===== src/include/abx_pkg.sv =====
// abx_pkg: shared constants, opcode enumeration and state layout of the
// 8-bit execute unit.
// assumes the fetch/decode stage hands over one decoded operation at a time.
package abx_pkg;

  // program counter, word immediate and offset widths
  localparam int PC_W = 16;
  localparam int WORD_K_W = 6;
  localparam int OFFSET_W = 12;

  // reset values
  localparam logic [15:0] PC_RESET = 16'h0000;
  localparam logic [7:0] STATUS_RESET = 8'h00;

  // status_register bit positions
  localparam int FLAG_C = 0;
  localparam int FLAG_Z = 1;
  localparam int FLAG_N = 2;
  localparam int FLAG_V = 3;
  localparam int FLAG_S = 4;
  localparam int FLAG_H = 5;
  localparam int FLAG_T = 6;
  localparam int FLAG_I = 7;

  // which flags each class of operation is allowed to touch
  localparam logic [7:0] MASK_NONE = 8'h00;
  localparam logic [7:0] MASK_ZCNVH = 8'h2F;
  localparam logic [7:0] MASK_ZCNVS = 8'h1F;
  localparam logic [7:0] MASK_ZCNV = 8'h0F;
  localparam logic [7:0] MASK_ZNV = 8'h0E;

  // cycle counts
  localparam logic [1:0] CYC_ONE = 2'h1;
  localparam logic [1:0] CYC_WORD = 2'h2;
  localparam logic [1:0] CYC_PTR_JUMP = 2'h2;
  localparam logic [1:0] CYC_PTR_CALL = 2'h3;
  localparam logic [1:0] CYC_REL_JUMP = 2'h2;
  localparam logic [1:0] CYC_REL_CALL = 2'h3;
  localparam logic [1:0] CYC_SKIP_ONE = 2'h2;
  localparam logic [1:0] CYC_SKIP_TWO = 2'h3;
  localparam logic [1:0] CYC_BR_TAKEN = 2'h2;

  // program counter steps of a skip over a one- or two-word instruction
  localparam logic [15:0] PC_SKIP_ONE = 16'h0002;
  localparam logic [15:0] PC_SKIP_TWO = 16'h0003;

  typedef enum logic [5:0] {
    OP_NOP,
    OP_ADD,
    OP_ADD_CARRY,
    OP_WORD_PLUS_IMM,
    OP_SUB,
    OP_MINUS_IMM,
    OP_DIFF_BORROW,
    OP_IMM_BORROW,
    OP_WORD_MINUS_IMM,
    OP_AND,
    OP_MASK_IMM,
    OP_OR,
    OP_MERGE_IMM,
    OP_XOR,
    OP_INVERT,
    OP_TWOS_COMPLEMENT,
    OP_SET_MASK_BITS,
    OP_CLEAR_MASK_BITS,
    OP_INC,
    OP_DEC,
    OP_ZERO_SIGN_TEST,
    OP_CLEAR,
    OP_SET_ALL,
    OP_REL_JUMP,
    OP_POINTER_JUMP,
    OP_REL_CALL,
    OP_POINTER_INVOKE,
    OP_SKIP_IF_EQUAL,
    OP_COMPARE,
    OP_COMPARE_CARRY,
    OP_COMPARE_IMM,
    OP_SKIP_REG_BIT_LOW,
    OP_SKIP_REG_BIT_HIGH,
    OP_SKIP_IO_BIT_LOW,
    OP_SKIP_IO_BIT_HIGH,
    OP_BRANCH_FLAG_HIGH,
    OP_BRANCH_FLAG_LOW,
    OP_BRANCH_EQUAL,
    OP_BRANCH_UNEQUAL,
    OP_BRANCH_CARRY_HIGH,
    OP_BRANCH_CARRY_LOW
  } abx_op_t;

  typedef struct packed {
    logic active;
    logic [1:0] cnt;
    logic [15:0] pc;
    logic [7:0] status;
    logic [15:0] pend_pc;
    logic [7:0] pend_status;
    logic pend_wr_byte;
    logic pend_wr_word;
    logic pend_push;
    logic done;
    logic wr_byte;
    logic wr_word;
    logic push;
    logic [7:0] byte_res;
    logic [15:0] word_res;
    logic [15:0] ret_addr;
  } abx_state_t;

endpackage


===== src/verilog/abx_alu8.sv =====
// abx_alu8: 8-bit adder/subtracter with carry-in and flag outputs.
// assumes the caller picks operands and decides which flags are kept.
`timescale 1ns/10ps
module abx_alu8 (
  // operands
  input wire logic [7:0] a,
  input wire logic [7:0] b,
  input wire logic cin,
  input wire logic sub,
  // result and flags
  output logic [7:0] res,
  output logic carry,
  output logic half,
  output logic ovf
);

  logic [8:0] full;
  logic [4:0] nib;

  always_comb begin
    if (sub) begin
      full = {1'b0, a} - {1'b0, b} - {8'h00, cin};
      nib = {1'b0, a[3:0]} - {1'b0, b[3:0]} - {4'h0, cin};
    end else begin
      full = {1'b0, a} + {1'b0, b} + {8'h00, cin};
      nib = {1'b0, a[3:0]} + {1'b0, b[3:0]} + {4'h0, cin};
    end
  end

  assign res = full[7:0];
  // bit 8 is carry on add and borrow on subtract
  assign carry = full[8];
  assign half = nib[4];
  assign ovf = sub ? ((a[7] != b[7]) && (full[7] != a[7]))
                   : ((a[7] == b[7]) && (full[7] != a[7]));

endmodule


===== src/verilog/abx_exec.sv =====
// abx_exec: execute stage for arithmetic, logic, compare, skip, jump and
// branch operations of an 8-bit core; owns the program counter and status.
// assumes decode supplies operand values and 12-bit signed offsets (widened here), and
// that the register file writes back on wr_byte / wr_word strobes.
`timescale 1ns/10ps
module abx_exec (
  // clock and reset
  input wire logic ref_clk,
  input wire logic reset,
  // operation request
  input wire logic start,
  input wire abx_pkg::abx_op_t op,
  input wire logic [7:0] dst_val,
  input wire logic [7:0] src_val,
  input wire logic [15:0] pair_val,
  input wire logic [7:0] io_val,
  input wire logic [2:0] bit_sel,
  input wire logic [11:0] offset,
  input wire logic next_two_word,
  output logic ready,
  // write back and completion
  output logic done,
  output logic wr_byte,
  output logic [7:0] byte_res,
  output logic wr_word,
  output logic [15:0] word_res,
  // call return address
  output logic push,
  output logic [15:0] ret_addr,
  // architectural state
  output logic [15:0] pc,
  output logic [7:0] status
);

  abx_pkg::abx_state_t st_reg;
  abx_pkg::abx_state_t st_next;

  // alu operand selection
  logic [7:0] alu_a;
  logic [7:0] alu_b;
  logic alu_cin;
  logic alu_sub;
  logic [7:0] alu_res;
  logic alu_c;
  logic alu_h;
  logic alu_v;

  // word datapath
  logic [16:0] wsum;
  logic [15:0] kword;
  logic w_minus;
  logic w_v;

  // decode results
  logic [1:0] d_cyc;
  logic d_wr_byte;
  logic [7:0] d_byte;
  logic d_wr_word;
  logic [7:0] d_mask;
  logic [7:0] d_flags;
  logic [15:0] d_pc;
  logic d_push;
  logic [7:0] lres;
  logic skip;
  logic br;
  logic take;

  logic [15:0] pc_seq;
  logic [15:0] pc_rel;
  logic [15:0] pc_skip;

  // place result-driven flags into a copy of status; the mask picks which survive
  function automatic logic [7:0] put_flags(input logic [7:0] base, input logic [7:0] res,
                                           input logic c, input logic v, input logic h);
    logic [7:0] f;
    f = base;
    f[abx_pkg::FLAG_Z] = (res == 8'h00);
    f[abx_pkg::FLAG_N] = res[7];
    f[abx_pkg::FLAG_C] = c;
    f[abx_pkg::FLAG_V] = v;
    f[abx_pkg::FLAG_H] = h;
    return f;
  endfunction

  abx_alu8 u_alu (
    .a(alu_a),
    .b(alu_b),
    .cin(alu_cin),
    .sub(alu_sub),
    .res(alu_res),
    .carry(alu_c),
    .half(alu_h),
    .ovf(alu_v)
  );

  always_comb begin
    alu_a = dst_val;
    alu_b = src_val;
    alu_cin = 1'b0;
    alu_sub = 1'b0;
    case (op)
      abx_pkg::OP_ADD_CARRY: begin
        alu_cin = st_reg.status[abx_pkg::FLAG_C];
      end
      abx_pkg::OP_SUB, abx_pkg::OP_MINUS_IMM, abx_pkg::OP_COMPARE,
      abx_pkg::OP_COMPARE_IMM: begin
        alu_sub = 1'b1;
      end
      abx_pkg::OP_DIFF_BORROW, abx_pkg::OP_IMM_BORROW, abx_pkg::OP_COMPARE_CARRY: begin
        alu_sub = 1'b1;
        alu_cin = st_reg.status[abx_pkg::FLAG_C];
      end
      abx_pkg::OP_TWOS_COMPLEMENT: begin
        alu_a = 8'h00;
        alu_b = dst_val;
        alu_sub = 1'b1;
      end
      abx_pkg::OP_INC: begin
        alu_b = 8'h01;
      end
      abx_pkg::OP_DEC: begin
        alu_b = 8'h01;
        alu_sub = 1'b1;
      end
      default: begin
        alu_sub = 1'b0;
      end
    endcase
  end

  // word ops: six-bit immediate against the register pair
  assign kword = {10'h000, src_val[abx_pkg::WORD_K_W-1:0]};
  assign w_minus = (op == abx_pkg::OP_WORD_MINUS_IMM);
  assign wsum = w_minus ? ({1'b0, pair_val} - {1'b0, kword})
                        : ({1'b0, pair_val} + {1'b0, kword});
  assign w_v = w_minus ? (pair_val[15] & ~wsum[15]) : (~pair_val[15] & wsum[15]);

  assign pc_seq = st_reg.pc + 16'h0001;
  assign pc_rel = st_reg.pc + {{4{offset[11]}}, offset} + 16'h0001;
  assign pc_skip = st_reg.pc + (next_two_word ? abx_pkg::PC_SKIP_TWO : abx_pkg::PC_SKIP_ONE);

  // skip and branch conditions
  always_comb begin
    case (op)
      abx_pkg::OP_SKIP_IF_EQUAL: skip = (dst_val == src_val);
      abx_pkg::OP_SKIP_REG_BIT_LOW: skip = ~src_val[bit_sel];
      abx_pkg::OP_SKIP_REG_BIT_HIGH: skip = src_val[bit_sel];
      abx_pkg::OP_SKIP_IO_BIT_LOW: skip = ~io_val[bit_sel];
      abx_pkg::OP_SKIP_IO_BIT_HIGH: skip = io_val[bit_sel];
      default: skip = 1'b0;
    endcase
    case (op)
      abx_pkg::OP_BRANCH_FLAG_HIGH: br = st_reg.status[bit_sel];
      abx_pkg::OP_BRANCH_FLAG_LOW: br = ~st_reg.status[bit_sel];
      abx_pkg::OP_BRANCH_EQUAL: br = st_reg.status[abx_pkg::FLAG_Z];
      abx_pkg::OP_BRANCH_UNEQUAL: br = ~st_reg.status[abx_pkg::FLAG_Z];
      abx_pkg::OP_BRANCH_CARRY_HIGH: br = st_reg.status[abx_pkg::FLAG_C];
      abx_pkg::OP_BRANCH_CARRY_LOW: br = ~st_reg.status[abx_pkg::FLAG_C];
      default: br = 1'b0;
    endcase
  end

  // operation decode: result, flags, next pc and cycle count
  always_comb begin
    d_cyc = abx_pkg::CYC_ONE;
    d_wr_byte = 1'b0;
    d_byte = alu_res;
    d_wr_word = 1'b0;
    d_mask = abx_pkg::MASK_NONE;
    d_flags = st_reg.status;
    d_pc = pc_seq;
    d_push = 1'b0;
    lres = 8'h00;
    case (op)
      abx_pkg::OP_ADD, abx_pkg::OP_ADD_CARRY, abx_pkg::OP_SUB, abx_pkg::OP_MINUS_IMM,
      abx_pkg::OP_DIFF_BORROW, abx_pkg::OP_IMM_BORROW, abx_pkg::OP_TWOS_COMPLEMENT: begin
        d_wr_byte = 1'b1;
        d_mask = abx_pkg::MASK_ZCNVH;
        d_flags = put_flags(st_reg.status, alu_res, alu_c, alu_v, alu_h);
      end
      abx_pkg::OP_COMPARE, abx_pkg::OP_COMPARE_CARRY, abx_pkg::OP_COMPARE_IMM: begin
        d_mask = abx_pkg::MASK_ZCNVH;
        d_flags = put_flags(st_reg.status, alu_res, alu_c, alu_v, alu_h);
      end
      abx_pkg::OP_INC, abx_pkg::OP_DEC: begin
        d_wr_byte = 1'b1;
        d_mask = abx_pkg::MASK_ZNV;
        d_flags = put_flags(st_reg.status, alu_res, 1'b0, alu_v, 1'b0);
      end
      abx_pkg::OP_AND, abx_pkg::OP_MASK_IMM, abx_pkg::OP_OR, abx_pkg::OP_MERGE_IMM,
      abx_pkg::OP_XOR, abx_pkg::OP_SET_MASK_BITS, abx_pkg::OP_CLEAR_MASK_BITS,
      abx_pkg::OP_ZERO_SIGN_TEST, abx_pkg::OP_CLEAR: begin
        case (op)
          abx_pkg::OP_AND, abx_pkg::OP_MASK_IMM: lres = dst_val & src_val;
          abx_pkg::OP_XOR: lres = dst_val ^ src_val;
          abx_pkg::OP_CLEAR_MASK_BITS: lres = dst_val & (8'hFF - src_val);
          abx_pkg::OP_ZERO_SIGN_TEST: lres = dst_val & dst_val;
          abx_pkg::OP_CLEAR: lres = 8'h00;
          default: lres = dst_val | src_val;
        endcase
        d_byte = lres;
        // the test form leaves the register alone; only flags change
        d_wr_byte = (op != abx_pkg::OP_ZERO_SIGN_TEST);
        d_mask = abx_pkg::MASK_ZNV;
        d_flags = put_flags(st_reg.status, lres, 1'b0, 1'b0, 1'b0);
      end
      abx_pkg::OP_INVERT: begin
        d_byte = 8'hFF - dst_val;
        d_wr_byte = 1'b1;
        d_mask = abx_pkg::MASK_ZCNV;
        d_flags = put_flags(st_reg.status, 8'hFF - dst_val, 1'b1, 1'b0, 1'b0);
      end
      abx_pkg::OP_SET_ALL: begin
        d_byte = 8'hFF;
        d_wr_byte = 1'b1;
      end
      abx_pkg::OP_WORD_PLUS_IMM, abx_pkg::OP_WORD_MINUS_IMM: begin
        d_cyc = abx_pkg::CYC_WORD;
        d_wr_word = 1'b1;
        d_mask = abx_pkg::MASK_ZCNVS;
        d_flags = st_reg.status;
        d_flags[abx_pkg::FLAG_Z] = (wsum[15:0] == 16'h0000);
        d_flags[abx_pkg::FLAG_N] = wsum[15];
        d_flags[abx_pkg::FLAG_C] = wsum[16];
        d_flags[abx_pkg::FLAG_V] = w_v;
        d_flags[abx_pkg::FLAG_S] = wsum[15] ^ w_v;
      end
      abx_pkg::OP_REL_JUMP: begin
        d_cyc = abx_pkg::CYC_REL_JUMP;
        d_pc = pc_rel;
      end
      abx_pkg::OP_REL_CALL: begin
        d_cyc = abx_pkg::CYC_REL_CALL;
        d_pc = pc_rel;
        d_push = 1'b1;
      end
      abx_pkg::OP_POINTER_JUMP: begin
        d_cyc = abx_pkg::CYC_PTR_JUMP;
        d_pc = pair_val;
      end
      abx_pkg::OP_POINTER_INVOKE: begin
        d_cyc = abx_pkg::CYC_PTR_CALL;
        d_pc = pair_val;
        d_push = 1'b1;
      end
      abx_pkg::OP_SKIP_IF_EQUAL, abx_pkg::OP_SKIP_REG_BIT_LOW,
      abx_pkg::OP_SKIP_REG_BIT_HIGH, abx_pkg::OP_SKIP_IO_BIT_LOW,
      abx_pkg::OP_SKIP_IO_BIT_HIGH: begin
        if (skip) begin
          d_pc = pc_skip;
          d_cyc = next_two_word ? abx_pkg::CYC_SKIP_TWO : abx_pkg::CYC_SKIP_ONE;
        end
      end
      abx_pkg::OP_BRANCH_FLAG_HIGH, abx_pkg::OP_BRANCH_FLAG_LOW,
      abx_pkg::OP_BRANCH_EQUAL, abx_pkg::OP_BRANCH_UNEQUAL,
      abx_pkg::OP_BRANCH_CARRY_HIGH, abx_pkg::OP_BRANCH_CARRY_LOW: begin
        if (br) begin
          d_pc = pc_rel;
          d_cyc = abx_pkg::CYC_BR_TAKEN;
        end
      end
      default: begin
        d_cyc = abx_pkg::CYC_ONE;
      end
    endcase
  end

  // one request at a time; multi-cycle ops hold off the next one
  assign take = start && !st_reg.active;

  always_comb begin
    st_next = st_reg;
    st_next.done = 1'b0;
    st_next.wr_byte = 1'b0;
    st_next.wr_word = 1'b0;
    st_next.push = 1'b0;
    if (take) begin
      st_next.byte_res = d_byte;
      st_next.word_res = wsum[15:0];
      st_next.ret_addr = pc_seq;
      if (d_cyc == abx_pkg::CYC_ONE) begin
        st_next.pc = d_pc;
        st_next.status = (st_reg.status & ~d_mask) | (d_flags & d_mask);
        st_next.done = 1'b1;
        st_next.wr_byte = d_wr_byte;
        st_next.wr_word = d_wr_word;
        st_next.push = d_push;
      end else begin
        // results wait until the last cycle so pc and status move together
        st_next.active = 1'b1;
        st_next.cnt = d_cyc - 2'h1;
        st_next.pend_pc = d_pc;
        st_next.pend_status = (st_reg.status & ~d_mask) | (d_flags & d_mask);
        st_next.pend_wr_byte = d_wr_byte;
        st_next.pend_wr_word = d_wr_word;
        st_next.pend_push = d_push;
      end
    end else if (st_reg.active) begin
      if (st_reg.cnt == 2'h1) begin
        st_next.active = 1'b0;
        st_next.cnt = 2'h0;
        st_next.pc = st_reg.pend_pc;
        st_next.status = st_reg.pend_status;
        st_next.done = 1'b1;
        st_next.wr_byte = st_reg.pend_wr_byte;
        st_next.wr_word = st_reg.pend_wr_word;
        st_next.push = st_reg.pend_push;
      end else begin
        st_next.cnt = st_reg.cnt - 2'h1;
      end
    end
  end

  always_ff @(posedge ref_clk) begin
    if (reset) begin
      st_reg <= '0;
      st_reg.pc <= abx_pkg::PC_RESET;
      st_reg.status <= abx_pkg::STATUS_RESET;
    end else begin
      st_reg <= st_next;
    end
  end

  assign ready = !st_reg.active;
  assign done = st_reg.done;
  assign wr_byte = st_reg.wr_byte;
  assign byte_res = st_reg.byte_res;
  assign wr_word = st_reg.wr_word;
  assign word_res = st_reg.word_res;
  assign push = st_reg.push;
  assign ret_addr = st_reg.ret_addr;
  assign pc = st_reg.pc;
  assign status = st_reg.status;

endmodule


===== config.mk =====
export PLATFORM = sky130hd
export DESIGN_NAME = abx_exec
export DESIGN_NICKNAME = d
export VERILOG_FILES = /design/src/include/abx_pkg.sv /design/src/verilog/abx_alu8.sv /design/src/verilog/abx_exec.sv
export SDC_FILE = /design/constraint.sdc
export NUM_CORES = 1
export LEC_CHECK = 0
export ABC_AREA = 1
export BUFFER_PORTS_ARGS = -buffer_cell sky130_fd_sc_hd__buf_2
export CAP_MARGIN = 20
export CORE_ASPECT_RATIO = 2
export CORE_MARGIN = 1.5
export CORE_UTILIZATION = 58
export DETAILED_ROUTE_END_ITERATION = 7
export GPL_TIMING_DRIVEN = 0
export PLACE_DENSITY = 0.81
export SLEW_MARGIN = 10
export SYNTH_ARGS = -nofsm -noshare
export SYNTH_HDL_FRONTEND = slang
export SYNTH_SLANG_ARGS = --single-unit

===== constraint.sdc =====
create_clock -name ref_clk -period 8.5 [get_ports ref_clk]
set_clock_uncertainty 0.15 [all_clocks]
set_input_delay 1.7 -clock ref_clk [delete_from_list [all_inputs] [get_ports ref_clk]]
set_output_delay 1.7 -clock ref_clk [all_outputs]
set_load 0.03 [all_outputs]

Word level (Yosys, flattened, before mapping). Index checks and enable logic that the tools add are counted.

Logic and storage cells: 176. Input port bits: 65. Register bits after elaboration: 98.

Bitwise operators: 20. Reductions and logical operators: 28. Mux-type cells: 44. $lt $le $gt $ge: 1. $add $sub $neg: 18. Equality and inequality tests: 49.

Operators with widths (number): $eq A6 B5 Y1 const B (16); $pmux W16 S4 (1); $eq A6 B6 Y1 const B (9); $mux W27 (2); $eq A6 B4 Y1 const B (8); $mux W24 (2); $pmux W8 S5 (1); $add A16 B1 Y16 const B (2); $and A8 B8 Y8 (4); $mux W16 (2); $pmux W6 S5 (1); $eq A6 B3 Y1 const B (4); $logic_not A8 Y1 (3); $pmux W6 S4 (1); $pmux W8 S3 (1); $reduce_or A11 Y1 (2); $reduce_or A9 Y1 (2); $add A16 B6 Y17 (1); $mux W17 (1); $sub A16 B6 Y17 (1); $add A16 B16 Y16 (1); $add A16 B2 Y16 (1); $logic_not A16 Y1 (1); $mux W4 (4); other kinds (49) (89).

Logic depth before layout (Yosys ltp). Gate-level depths: netlist of run 1.

Word-level depth: 14. Gate-level depth with buffers: 26. Depth with buffers taken out: 25.

Cells and area by module. A second synthesis of run 1 with hierarchy kept.

Cell total of the unflattened synthesis: 1641. Area total of the unflattened synthesis: 9925.8 µm².

By module, submodules not included: abx_exec (cells each 1481, sequential area each 1961.9 µm², area each 8919.8 µm², times used 1); abx_alu8 (cells each 160, sequential area each 0.0 µm², area each 1006.0 µm², times used 1).

Worst setup path before layout of run 1. Ideal clock, no wire load.

Path type: input port to flip-flop. Start point: input port op[4]. End point: register st_reg[48] (netlist bit). Library setup time: 0.114 ns. Data arrival time: 4.559 ns. Stages: 22. Path slack: 3.678 ns. Path through: nor2_1 nand2_1 buf_2 nand2_1 inv_1 a22oi_1 fa_1 inv_1 ha_1 or2_2 a31oi_1 nand2_1 nand2_1 nand2_1 nand2_1 nand3_1 o21ai_1 inv_1 nand3_1 nand3_1 o21bai_1 inv_1.

Longest elaborated chain between the ends: 10. Elaborated cells between the ends (all ways): 80.

Ends and longest elaborated chain: start, declared (RTL line abx_exec.sv:12) `input wire abx_pkg::abx_op_t op,`; $eq A6 B5 Y1 (RTL line abx_exec.sv:101, abx_exec.sv:174); $reduce_or A2 Y1 (no source line); $pmux W8 S2 (RTL line abx_exec.sv:101) `case (op)`; $add A8 B8 Y9 or $sub A8 B8 Y9 (tied branches) (RTL line abx_alu8.sv:25, abx_alu8.sv:22); $add A9 B1 Y9 or $sub A9 B1 Y9 (tied branches) (RTL line abx_alu8.sv:25, abx_alu8.sv:22); $mux W9 (RTL line abx_alu8.sv:21) `if (sub) begin`; $logic_not A8 Y1 (RTL line abx_exec.sv:77) `f[abx_pkg::FLAG_Z] = (res == 8'h00);`; $pmux W6 S5 (RTL line abx_exec.sv:174) `case (op)`; $and A8 B6 Y8 (RTL line abx_exec.sv:293) `st_next.pend_status = (st_reg.status & ~d_mask) | (d_flags & d_mask);`; $or A8 B8 Y8 (RTL line abx_exec.sv:293); end signal, assigned (RTL line abx_exec.sv:320) `st_reg <= st_next;`; end, declared (RTL line abx_exec.sv:35) `abx_pkg::abx_state_t st_reg;`.

Parallel ways exist; a longest one is shown, timed or not. The select of a mux whose other input is x is not followed. A chain may end at the register's enable or synchronous reset.

Worst setup path after layout of run 1.
Start point: input port src_val[0]. End point: register st_reg[57] (netlist bit).

Longest elaborated chain between the ends: 9. Elaborated cells between the ends (all ways): 12.

Ends and longest elaborated chain: start, declared (RTL line abx_exec.sv:14) `input wire logic [7:0] src_val,`; $bmux W1 S3 (RTL line abx_exec.sv:146, abx_exec.sv:147); $mux W1 (implied by the code) (RTL line abx_exec.sv:146, abx_exec.sv:147); $not A1 Y1 (RTL line abx_exec.sv:146) `abx_pkg::OP_SKIP_REG_BIT_LOW: skip = ~src_val[bit_sel];`; $pmux W1 S5 * (RTL line abx_exec.sv:144) `case (op)`; $mux W2 (RTL line abx_exec.sv:249) `if (skip) begin`; $pmux W2 S4 (RTL line abx_exec.sv:174); $eq A2 B1 Y1 (RTL line abx_exec.sv:281) `if (d_cyc == abx_pkg::CYC_ONE) begin`; $not A1 Y1 (no source line); $reduce_and A2 Y1 (no source line).

Every way passes the cells marked *; elsewhere a longest branch is shown, timed or not. The select of a mux whose other input is x is not followed.

==> results of run 1 <==
[power by group through the flow]
stage / registers, mW / logic [mW] / clock network [mW]
final: 0.570 / 0.774 / 0.444
after global routing: 0.573 / 0.846 / 0.459
after CTS: 0.567 / 0.754 / 0.439
after detailed placement: 0.577 / 0.749 / 0
after global placement: 0.576 / 0.739 / 0
after floorplan: 0.556 / 0.541 / 0
[critical path: cells and delay by family]
kind / cells / cell delay (ns)
buffers and inverters: 8 / 1.84
AND/OR/NAND/NOR: 6 / 1.54
adder cells (fa/ha/maj): 2 / 0.53
AO/OA/AOI/OAI: 2 / 0.47
[layout make-up]
type | count | area [um^2] | area share [%]
multi-input cells | 1125 | 6136 | 56.68
flip-flops and latches | 98 | 1962 | 18.12
plain buffers | 110 | 675.6 | 6.241
clock buffers | 9 | 225.2 | 2.080
well taps | 204 | 255.2 | 2.358
clock inverters | 7 | 92.59 | 0.8553
inverters | 216 | 810.8 | 7.490
repair buffers | 133 | 668.1 | 6.172
[how the worst min path moves through the flow]
stage                       to  cells past startpoint  startpoint
finish               status[7]                      2  st_reg[54]
global route           wr_byte                      2  st_reg[46]
CTS                 st_reg[54]                      2  st_reg[54]
detailed placement  st_reg[54]                      2  st_reg[54]
global placement    st_reg[54]                      2  st_reg[54]
floorplan           st_reg[54]                      2  st_reg[54]
[per-layer routing]
layer | vias up | track usage (%) | wire (um)
met5 | - | 0 | 0
met4 | 0 | 52.60 | 5321
met3 | 281 | 13.96 | 2904
met2 | 598 | 76.72 | 18380
met1 | 5049 | 37.35 | 11310
li1 | 5274 | - | -
[kinds of logic (layout without fill, tap and decap cells)]
family | Yosys count | after routing | share of synthesized area [%]
flip-flops | 98 | 98 | 20.47
adder cells (fa/ha/maj) | 71 | 71 | 9.739
XOR/XNOR | 52 | 52 | 4.752
AO/OA/AOI/OAI | 328 | 328 | 19.50
AND/OR/NAND/NOR | 674 | 674 | 30.03
buffers and inverters | 326 | 475 | 15.51
[stage by stage]
stage | hold slack, ns | setup WS, ns | power [mW] | area (um^2)
after detailed placement | 0.3034 | 2.390 | 1.326 | 10500
final | 0.3115 | 2.511 | 1.788 | 10830
after floorplan | 0.2797 | 3.678 | 1.097 | 9584
after global placement | 0.2932 | 2.404 | 1.315 | 10500
after CTS | 0.3150 | 2.719 | 1.760 | 10810
after global routing | 0.3261 | 2.262 | 1.878 | 10830
[cells in the final DEF (no fill, tap or decap), drive strengths merged, types with 2 or more instances in the layout]
master    n
nand3b    4
o211ai   32
ha       65
nand4    13
fa        6
a31oi     2
o21a      2
or2       5
nand3    86
o21ai   125
clkbuf   44
a22oi     2
nor4      7
xnor2    20
nor2    183
nand2   346
a211oi    2
a21oi   112
buf     208
clkinv    4
o22ai    14
o21bai   26
inv     218
xor2     32
o31ai     2
nor3     28
a221oi    2
dfxtp    98
==> metrics.yaml, run 1 <==
finish:
  final_cells: 1902
  drive_gt1_share_pct: 15.43
  final.fill_count: 1644
  n_antenna_cell: 0
  utilization_pct: 66.88
  largest_reg_flops: 30
  area.growth.synth_to_final_pct: 12.95
  fin_nets: 1829
timing:
  hold_viol: 0
  maxSlewHeadroom_pct: 34.48
  period_needed_ns: 5.989
  tightest_slew_ns: 0.9829
  maxSlewViolCount: 0
  fin_crit_sh_pct: 70.46
  setup_tns_ns: 0
  setup-violations-final: 0
  rsz0062_at_grt: "no"
  fmax_mhz: 167.0
placed_design:
  dp_hpwl_mm: 30.08
  dp.cells: 1884
  place.gp.congestion: 1.099
  port_buffers: 131
floorplanning:
  io_pins: 134
  dieWidth_um: 93.90
  start_util_pct: 59.21
  rows: 66
  fp.dieH_um: 184.8
  core_area_um2: 16190
  die-area_um2: 17350
clock_tree:
  post_cts.repair.setup_buffers: 0
  cts.sinks: 98
  cts_inserted_buffers: 9
  cts_tree: "done"
  ctsHoldBuffers: 0
  clk_pin_slew_ns: 0.08
  ctsResizeCount: 0
  cts_buffer_depth: 2
  cts_root_buffer: "clkbuf_16"
  clk_latency_ns: 0.37
  htreeDepth: 3
synthesis:
  yosys-top-cells-area: "dfxtp_1 20%, nand2_1 13%, ha_1 8.5%"
  synth-async-reset-ratio_pct: 0
  synth-edff-count: 0
  ys_ff_latch: 98
  yosysMostFrequentCell: "nand2_1"
  yosys_warnings: 0
  yosysTopAreaCell: "dfxtp_1"
  netlist_instances: 1549
  synth_ff_type: "dfxtp_1"
  synth_common_cells: "339 x nand2_1, 205 x inv_1, 177 x nor2_1, 120 x o21ai_0, 111 x a21oi_1"
  synth_area_per_cell_um2: 6.187
  synth_area_um2: 9584
  ys_types: 53
  synth_seq_area_share_pct: 20.47
  netlist.area_leader.share_pct: 20.47
  syn-num-nets: 1685
routing:
  post_drt_wl_per_cell_um: 19.94
  drtAntennaViolNets: 0
  drcViolationCount: 1
  drt_iter0_drc: 788
  viasPerCell: 5.890
  dr.pass1.iters: 8
  routed_wl_mm: 37.92
  vias: 11200
pwr:
  powerDensity_nw_per_um2: 165.2
  swShare_pct: 43.23
  leakage_nw: 5.881
  p_switching_mw: 0.7732
  power_frac_comb_pct: 43.3
  intPower_mw: 1.015
  ir_drop_v: 0.0001185
  seq_power_share_pct: 31.9
  p_clk_share_pct: 24.8
worst_hold_path:
  hp-class: "reg -> reg"
grt:
  overflow: 0
  grt_pass1_vias: 10890
  grt_pass1_wl_mm: 57.83
  grt_usage_pct: 45.15
  grt_antenna_before_repair: 0
  grt_max_degree: 20
critical_path:
  start_kind: "input port"
  r2r-end: "st_reg[57]"
  rr_startpoint: "status[1]"
  endpoint_kind: "flip-flop"
  startpoint: "src_val[0]"
  crit_top_cell: "inv_1"
  crit_type: "in -> reg"
  worstPathArrival_ns: 6.10
  path_cells: "buf_2 -> inv_1 -> ha_1 -> nor4_1 -> nand3_1 -> nand2_1 -> inv_1 -> nand2_1 -> inv_1 -> buf_2 -> o21ai_1 -> nand2_1 -> ha_1 -> nor2_1 -> clkinv_1 -> clkbuf_1 -> o21bai_1 -> inv_1"
  crit_end: "st_reg[57]"
  cp_slowest_cell: "nor2_1"
  reg2regPathDepth: 17
  worst_ep_required_time_ns: 8.61
  max_stage_delay_ns: 0.54
  cp_max_fo: 10
  r2r_slack_ns: 4.72
run:
  drv_cap: 0
status:
  status: "finished, violations left"
  violations: "DRC"
Note: power is estimated with default switching activity, not from simulation.
==> run 2, diff against run 1 <==
Settings changed: ABC_AREA 1 to 0, CORE_UTILIZATION 58 to 54, PLACE_DENSITY 0.81 to 0.79.
Clock period 8.5 ns to 5.5 ns, I/O delays scaled along.
==> metrics.yaml, run 2 <==
status:
  status: "completed"
critical_path:
  critPathTopFamily: "compound AO/OA/AOI/OAI gates"
  cp_max_fo: 10
  endpoint_kind: "flip-flop"
  cp_num_buf_inv: 7
  start_kind: "input port"
  cp_slowest_cell: "ha_1"
  worst_ep_required_time_ns: 5.62
  path_cells: "buf_2 -> buf_2 -> clkbuf_2 -> buf_2 -> nor2_2 -> nand3_1 -> and2_1 -> clkbuf_1 -> nand2_1 -> o21ai_0 -> ha_1 -> inv_1 -> ha_1 -> o21ai_0 -> nand2b_1 -> a211oi_2 -> a21oi_1 -> xor2_1 -> mux2i_2 -> buf_4 -> a41o_1 -> o21ai_1 -> a211oi_2"
  crit_top_cell: "buf_2"
  max_stage_delay_ns: 0.39
  crit_type: "in -> reg"
  worstPathArrival_ns: 5.39
routing:
  vias: 10260
  post_drt_wl_per_cell_um: 21.16
  dr.pass1.iters: 6
  viasPerCell: 6.388
  drtAntennaViolNets: 0
  met2_length_mm: 15.44
  m1WireLength_mm: 13.27
  routed_wl_mm: 33.98
  top_layer: "met4"
  drt_iter0_drc: 860
  drcViolationCount: 0
  met3_length_mm: 2.992
synthesis:
  ys_ff_latch: 98
  synth-async-reset-ratio_pct: 0
  synth-edff-count: 0
  yosysMostFrequentCell: "nor2_1"
  yosys_warnings: 0
  synth_common_cells: "171 x nor2_1, 104 x nand2_1, 98 x dfxtp_1, 80 x a21oi_1, 68 x buf_4"
  syn-num-nets: 1379
  yosysTopAreaCell: "dfxtp_1"
  synth_area_um2: 9389
  synth_ff_type: "dfxtp_1"
  netlist.area_leader.share_pct: 20.90
  yosys-top-cells-area: "dfxtp_1 21%, ha_1 8.7%, nor2_1 6.8%"
  synth_seq_area_share_pct: 20.90
  netlist_instances: 1243
  ys_types: 90
  synth_area_per_cell_um2: 7.554
clock_tree:
  clk_pin_slew_ns: 0.07
  cts_buffer_depth: 2
  cts_tree: "done"
  htreeDepth: 3
  cts_root_buffer: "clkbuf_16"
  cts_inserted_buffers: 9
  cts.sinks: 98
  clk_latency_ns: 0.35
timing:
  period_needed_ns: 5.271
  maxSlewHeadroom_pct: 29.65
  hold_viol: 0
  tightest_slew_ns: 1.046
  setup-violations-final: 0
  maxSlewViolCount: 0
  whs_ns: 0.3040
  fmax_mhz: 189.7
  fin_crit_sh_pct: 95.83
  rsz0062_at_grt: "no"
floorplanning:
  io_pins: 134
  dieWidth_um: 96.24
  fp.dieH_um: 189.5
  rows: 68
  core_area_um2: 17100
  die-area_um2: 18240
  start_util_pct: 54.90
grt:
  overflow: 0
  grt_usage_pct: 37.36
  grt_max_degree: 17
  grt_antenna_before_repair: 0
  grt_pass1_vias: 9659
  grt_pass1_wl_mm: 51.83
finish:
  area.growth.synth_to_final_pct: 14.29
  final_common_cell: "nor2_1"
  n_antenna_cell: 0
  drive_gt1_share_pct: 20.77
  fin_nets: 1527
  utilization_pct: 62.75
  largest_reg_flops: 30
  most-common-layout-cells: "170 x nor2_1, 144 x buf_2, 104 x nand2_1, 98 x dfxtp_1, 80 x a21oi_1"
run:
  drv_cap: 0
worst_hold_path:
  hp-class: "reg -> reg"
placed_design:
  dp_hpwl_mm: 26.53
  place.gp.congestion: 0.9699
  port_buffers: 131
pwr:
  ir_drop_v: 0.0001665
  leakage_nw: 4.785
  powerDensity_nw_per_um2: 252.8
==> run 2: cell count changes in the layout (fill, tap and decap cells not counted), moves of 26 or more <==
cell / delta
a21oi_1: -31
o21ai_0: -62
o211ai_1: -26
nand2_1: -235
nor3_1: +26
a211oi_1: +36
inv_1: -152
nand3_1: -59
==> run 2: worst paths after layout <==
kind	start	end	slack [ns]	depth (start not counted)
worst max-delay path	op[2]	status[1]	0.23	23
worst min-delay path	st_reg[54]	status[7]	0.30	2
worst max register to register	status[0]	status[0]	1.71	12
worst min register to register	st_reg[54]	status[7]	0.30	2
==> run 2: cell families after synthesis <==
group	synth area share (%)
buffers and inverters	10.81
adder cells (fa/ha/maj)	10.05
AO/OA/AOI/OAI	24.73
multiplexers	3.478
flip-flops	20.90
AND/OR/NAND/NOR	23.32
XOR/XNOR	6.716
==> run 2: per-stage QoR <==
| stage | power (mW) | TNS, ns | setup WS (ns) | cell area [um^2] | instances |
|---|---|---|---|---|---|
| floorplan | 1.650 | 0 | 0.6304 | 9389 | 1243 |
| global placement | 1.948 | -1.517 | -0.3560 | 10310 | 1584 |
| detailed placement | 1.969 | -2.379 | -0.4240 | 10330 | 1586 |
| CTS | 2.665 | 0 | 0.01895 | 10660 | 1602 |
| global route | 2.835 | 0 | 0.01581 | 10730 | 1606 |
| finish | 2.712 | 0 | 0.2294 | 10730 | 1606 |
==> run 2: per-layer routing <==
metal,global-route usage (%),vias to the layer above
met4,22.40,0
met1,46.77,4737
met3,6.024,145
li1,-,4704
met2,58.78,673
met5,0,-
==> run 2: final cells by class <==
class / instances / area (um^2)
buffer: 136 / 818.3
clock buffer: 10 / 239.0
clock inverter: 6 / 87.58
fill: 1568 / 6371
inverter: 53 / 198.9
multi-input combinational: 956 / 6461
sequential: 98 / 1962
tap: 210 / 262.8
timing repair buffer: 137 / 700.7
==> run 2: worst min-delay path: stages (launching register included) <==
cell	delay, ns
dfxtp_1	0.31
nand2_1	0.05
a21oi_1	0.05
==> run 2: what timing repair did <==
| item | in CTS | in global routing |
|---|---|---|
| hold buffers | 0 | 0 |
| endpoints found under the setup margin | 2 | 11 |
| gates resized for setup | 1 | 15 |
| pin swaps | 0 | 3 |
| setup buffers | 0 | 4 |
==> run 2: report_power, final <==
part           leakage, nW  internal, mW  switching (mW)
sequential           0.805         0.782          0.0686
clock                0.163         0.413           0.287
combinational         3.82         0.442           0.720
total                 4.78          1.64            1.08
==> run 3, diff against run 2 <==
Settings changed: RECOVER_POWER set to 25, TNS_END_PERCENT set to 10.
==> metrics.yaml, run 3 (same netlist as run 2, synthesis figures left out) <==
pwr:
  leakage_nw: 4.615
  ir_drop_v: 0.0001656
  powerDensity_nw_per_um2: 252.8
finish:
  drive_gt1_share_pct: 17.53
  final_common_cell: "nor2_1"
  final_cells: 1602
  most-common-layout-cells: "171 x nor2_1, 104 x buf_2, 104 x nand2_1, 98 x dfxtp_1, 82 x clkbuf_1"
  fin_nets: 1523
  area.growth.synth_to_final_pct: 13.41
  final.fill_count: 1589
  largest_reg_flops: 30
  n_antenna_cell: 0
  utilization_pct: 62.26
timing:
  setup_ws_ns: 0.1480
  maxSlewHeadroom_pct: 25.59
  whs_ns: 0.2996
  maxSlewViolCount: 0
  setup_tns_ns: 0
  setup-violations-final: 0
  fin_crit_sh_pct: 97.31
  fmax_mhz: 186.8
  period_needed_ns: 5.352
  rsz0062_at_grt: "yes"
  hold_viol: 0
  tightest_slew_ns: 1.106
critical_path:
  crit_type: "in -> reg"
  cp_slowest_cell: "nor4b_4"
  critPathTopFamily: "compound AO/OA/AOI/OAI gates"
  startpoint: "op[2]"
  cp_max_fo: 10
  worst_ep_required_time_ns: 5.59
  worstPathArrival_ns: 5.44
  reg2regPathDepth: 12
  endpoint_kind: "flip-flop"
  max_stage_delay_ns: 0.65
  crit_top_cell: "buf_2"
  r2r-end: "status[0]"
  rr_startpoint: "status[0]"
  r2r_slack_ns: 1.71
  start_kind: "input port"
  cp_num_buf_inv: 3
  path_cells: "buf_2 -> buf_2 -> nor4b_4 -> and2_1 -> buf_2 -> a21oi_1 -> xnor2_1 -> ha_1 -> a211o_1 -> a211o_1 -> a21oi_1 -> o21ai_0 -> o21ai_0 -> xor2_2 -> mux2i_1 -> a221oi_2 -> o41ai_1"
routing:
  drcViolationCount: 0
  routed_wl_mm: 33.91
  drt_iter0_drc: 968
  drtAntennaViolNets: 0
  post_drt_wl_per_cell_um: 21.16
  vias: 10240
  dr.pass1.iters: 6
  viasPerCell: 6.391
worst_hold_path:
  holdPathEnd: "status[7]"
  hold_depth: 2
  min_from: "st_reg[54]"
  hp-class: "reg -> reg"
floorplanning:
  fp.dieH_um: 189.5
  core_area_um2: 17100
  io_pins: 134
  start_util_pct: 54.90
  rows: 68
  dieWidth_um: 96.24
  die-area_um2: 18240
clock_tree:
  clk_pin_slew_ns: 0.07
  ctsHoldBuffers: 0
  clk_latency_ns: 0.35
  cts_buffer_depth: 2
  cts_root_buffer: "clkbuf_16"
  cts_inserted_buffers: 9
  cts.sinks: 98
  cts_tree: "done"
  htreeDepth: 3
grt:
  grt_pass1_vias: 9659
  grt_pass1_wl_mm: 51.83
  overflow: 0
  grt_max_degree: 17
  grt_usage_pct: 37.36
  grt_antenna_before_repair: 0
placed_design:
  dp.cells: 1586
  port_buffers: 131
  place.gp.congestion: 0.9699
  dp_hpwl_mm: 26.53
  pre_cts_ws_ns: -0.4240
run:
  drv_cap: 0
status:
  status: "completed"
[run 3: cell types whose count changed in the layout (fill, tap and decap cells not counted), sizes merged]
cell	previous run	this run
buf	229	185
clkbuf	54	94
[run 3: worst max-delay path by stage]
| stage | end | slack [ns] | depth (start not counted) |
|---|---|---|---|
| 2_1_floorplan | st_reg[50] | 0.63 | 19 |
| 5_1_grt | status[3] | -0.09 | 17 |
| 3_5_place_dp | st_reg[50] | -0.42 | 20 |
| 4_1_cts | st_reg[50] | 0.02 | 20 |
| 6_report | status[3] | 0.15 | 17 |
| 3_3_place_gp | st_reg[50] | -0.36 | 20 |
[run 3: power breakdown]
part	internal, mW	total [mW]	switching, mW
combinational	0.427	1.14	0.716
sequential	0.782	0.850	0.0684
clock	0.413	0.699	0.286
total	1.62	2.69	1.07
[run 3: layout make-up]
type / instances / area [um^2] / area share [%]
Buffer: 136 / 818.3 / 7.685
Clock buffer: 10 / 239.0 / 2.244
Clock inverter: 6 / 87.58 / 0.8226
Inverter: 53 / 198.9 / 1.868
Multi-Input combinational cell: 956 / 6459 / 60.66
Sequential cell: 98 / 1962 / 18.43
Tap cell: 210 / 262.8 / 2.468
Timing Repair Buffer: 133 / 620.6 / 5.828
[run 3: timing repair]
action                     in CTS  in global routing
pin swaps                       0                  2
setup buffers                   0                  0
setup endpoints to repair       2                 11
resized for setup               1                 12
[run 3: worst register-to-register path, stage by stage, from the launching register on]
cell,delay (ns)
dfxtp_1,0.43
nor3b_1,0.24
fa_1,0.44
fa_1,0.43
a21oi_1,0.15
o21bai_1,0.18
a211o_1,0.36
a21oi_1,0.26
o211a_1,0.18
o31ai_1,0.12
a211o_1,0.35
a221oi_1,0.28
nor3_1,0.09
[run 3: per-layer routing]
layer	track usage [%]	share of wire [%]	up-vias
met3	6.024	9.1	157
met2	58.78	45	665
met1	46.77	39	4726
met4	22.40	7.1	0
met5	0	0	-
li1	-	-	4691
[run 3: through the flow]
stage / total power, mW / area, um^2
floorplan: 1.650 / 9389
global placement: 1.948 / 10310
detailed placement: 1.969 / 10330
CTS: 2.665 / 10660
global route: 2.818 / 10650
finish: 2.692 / 10650
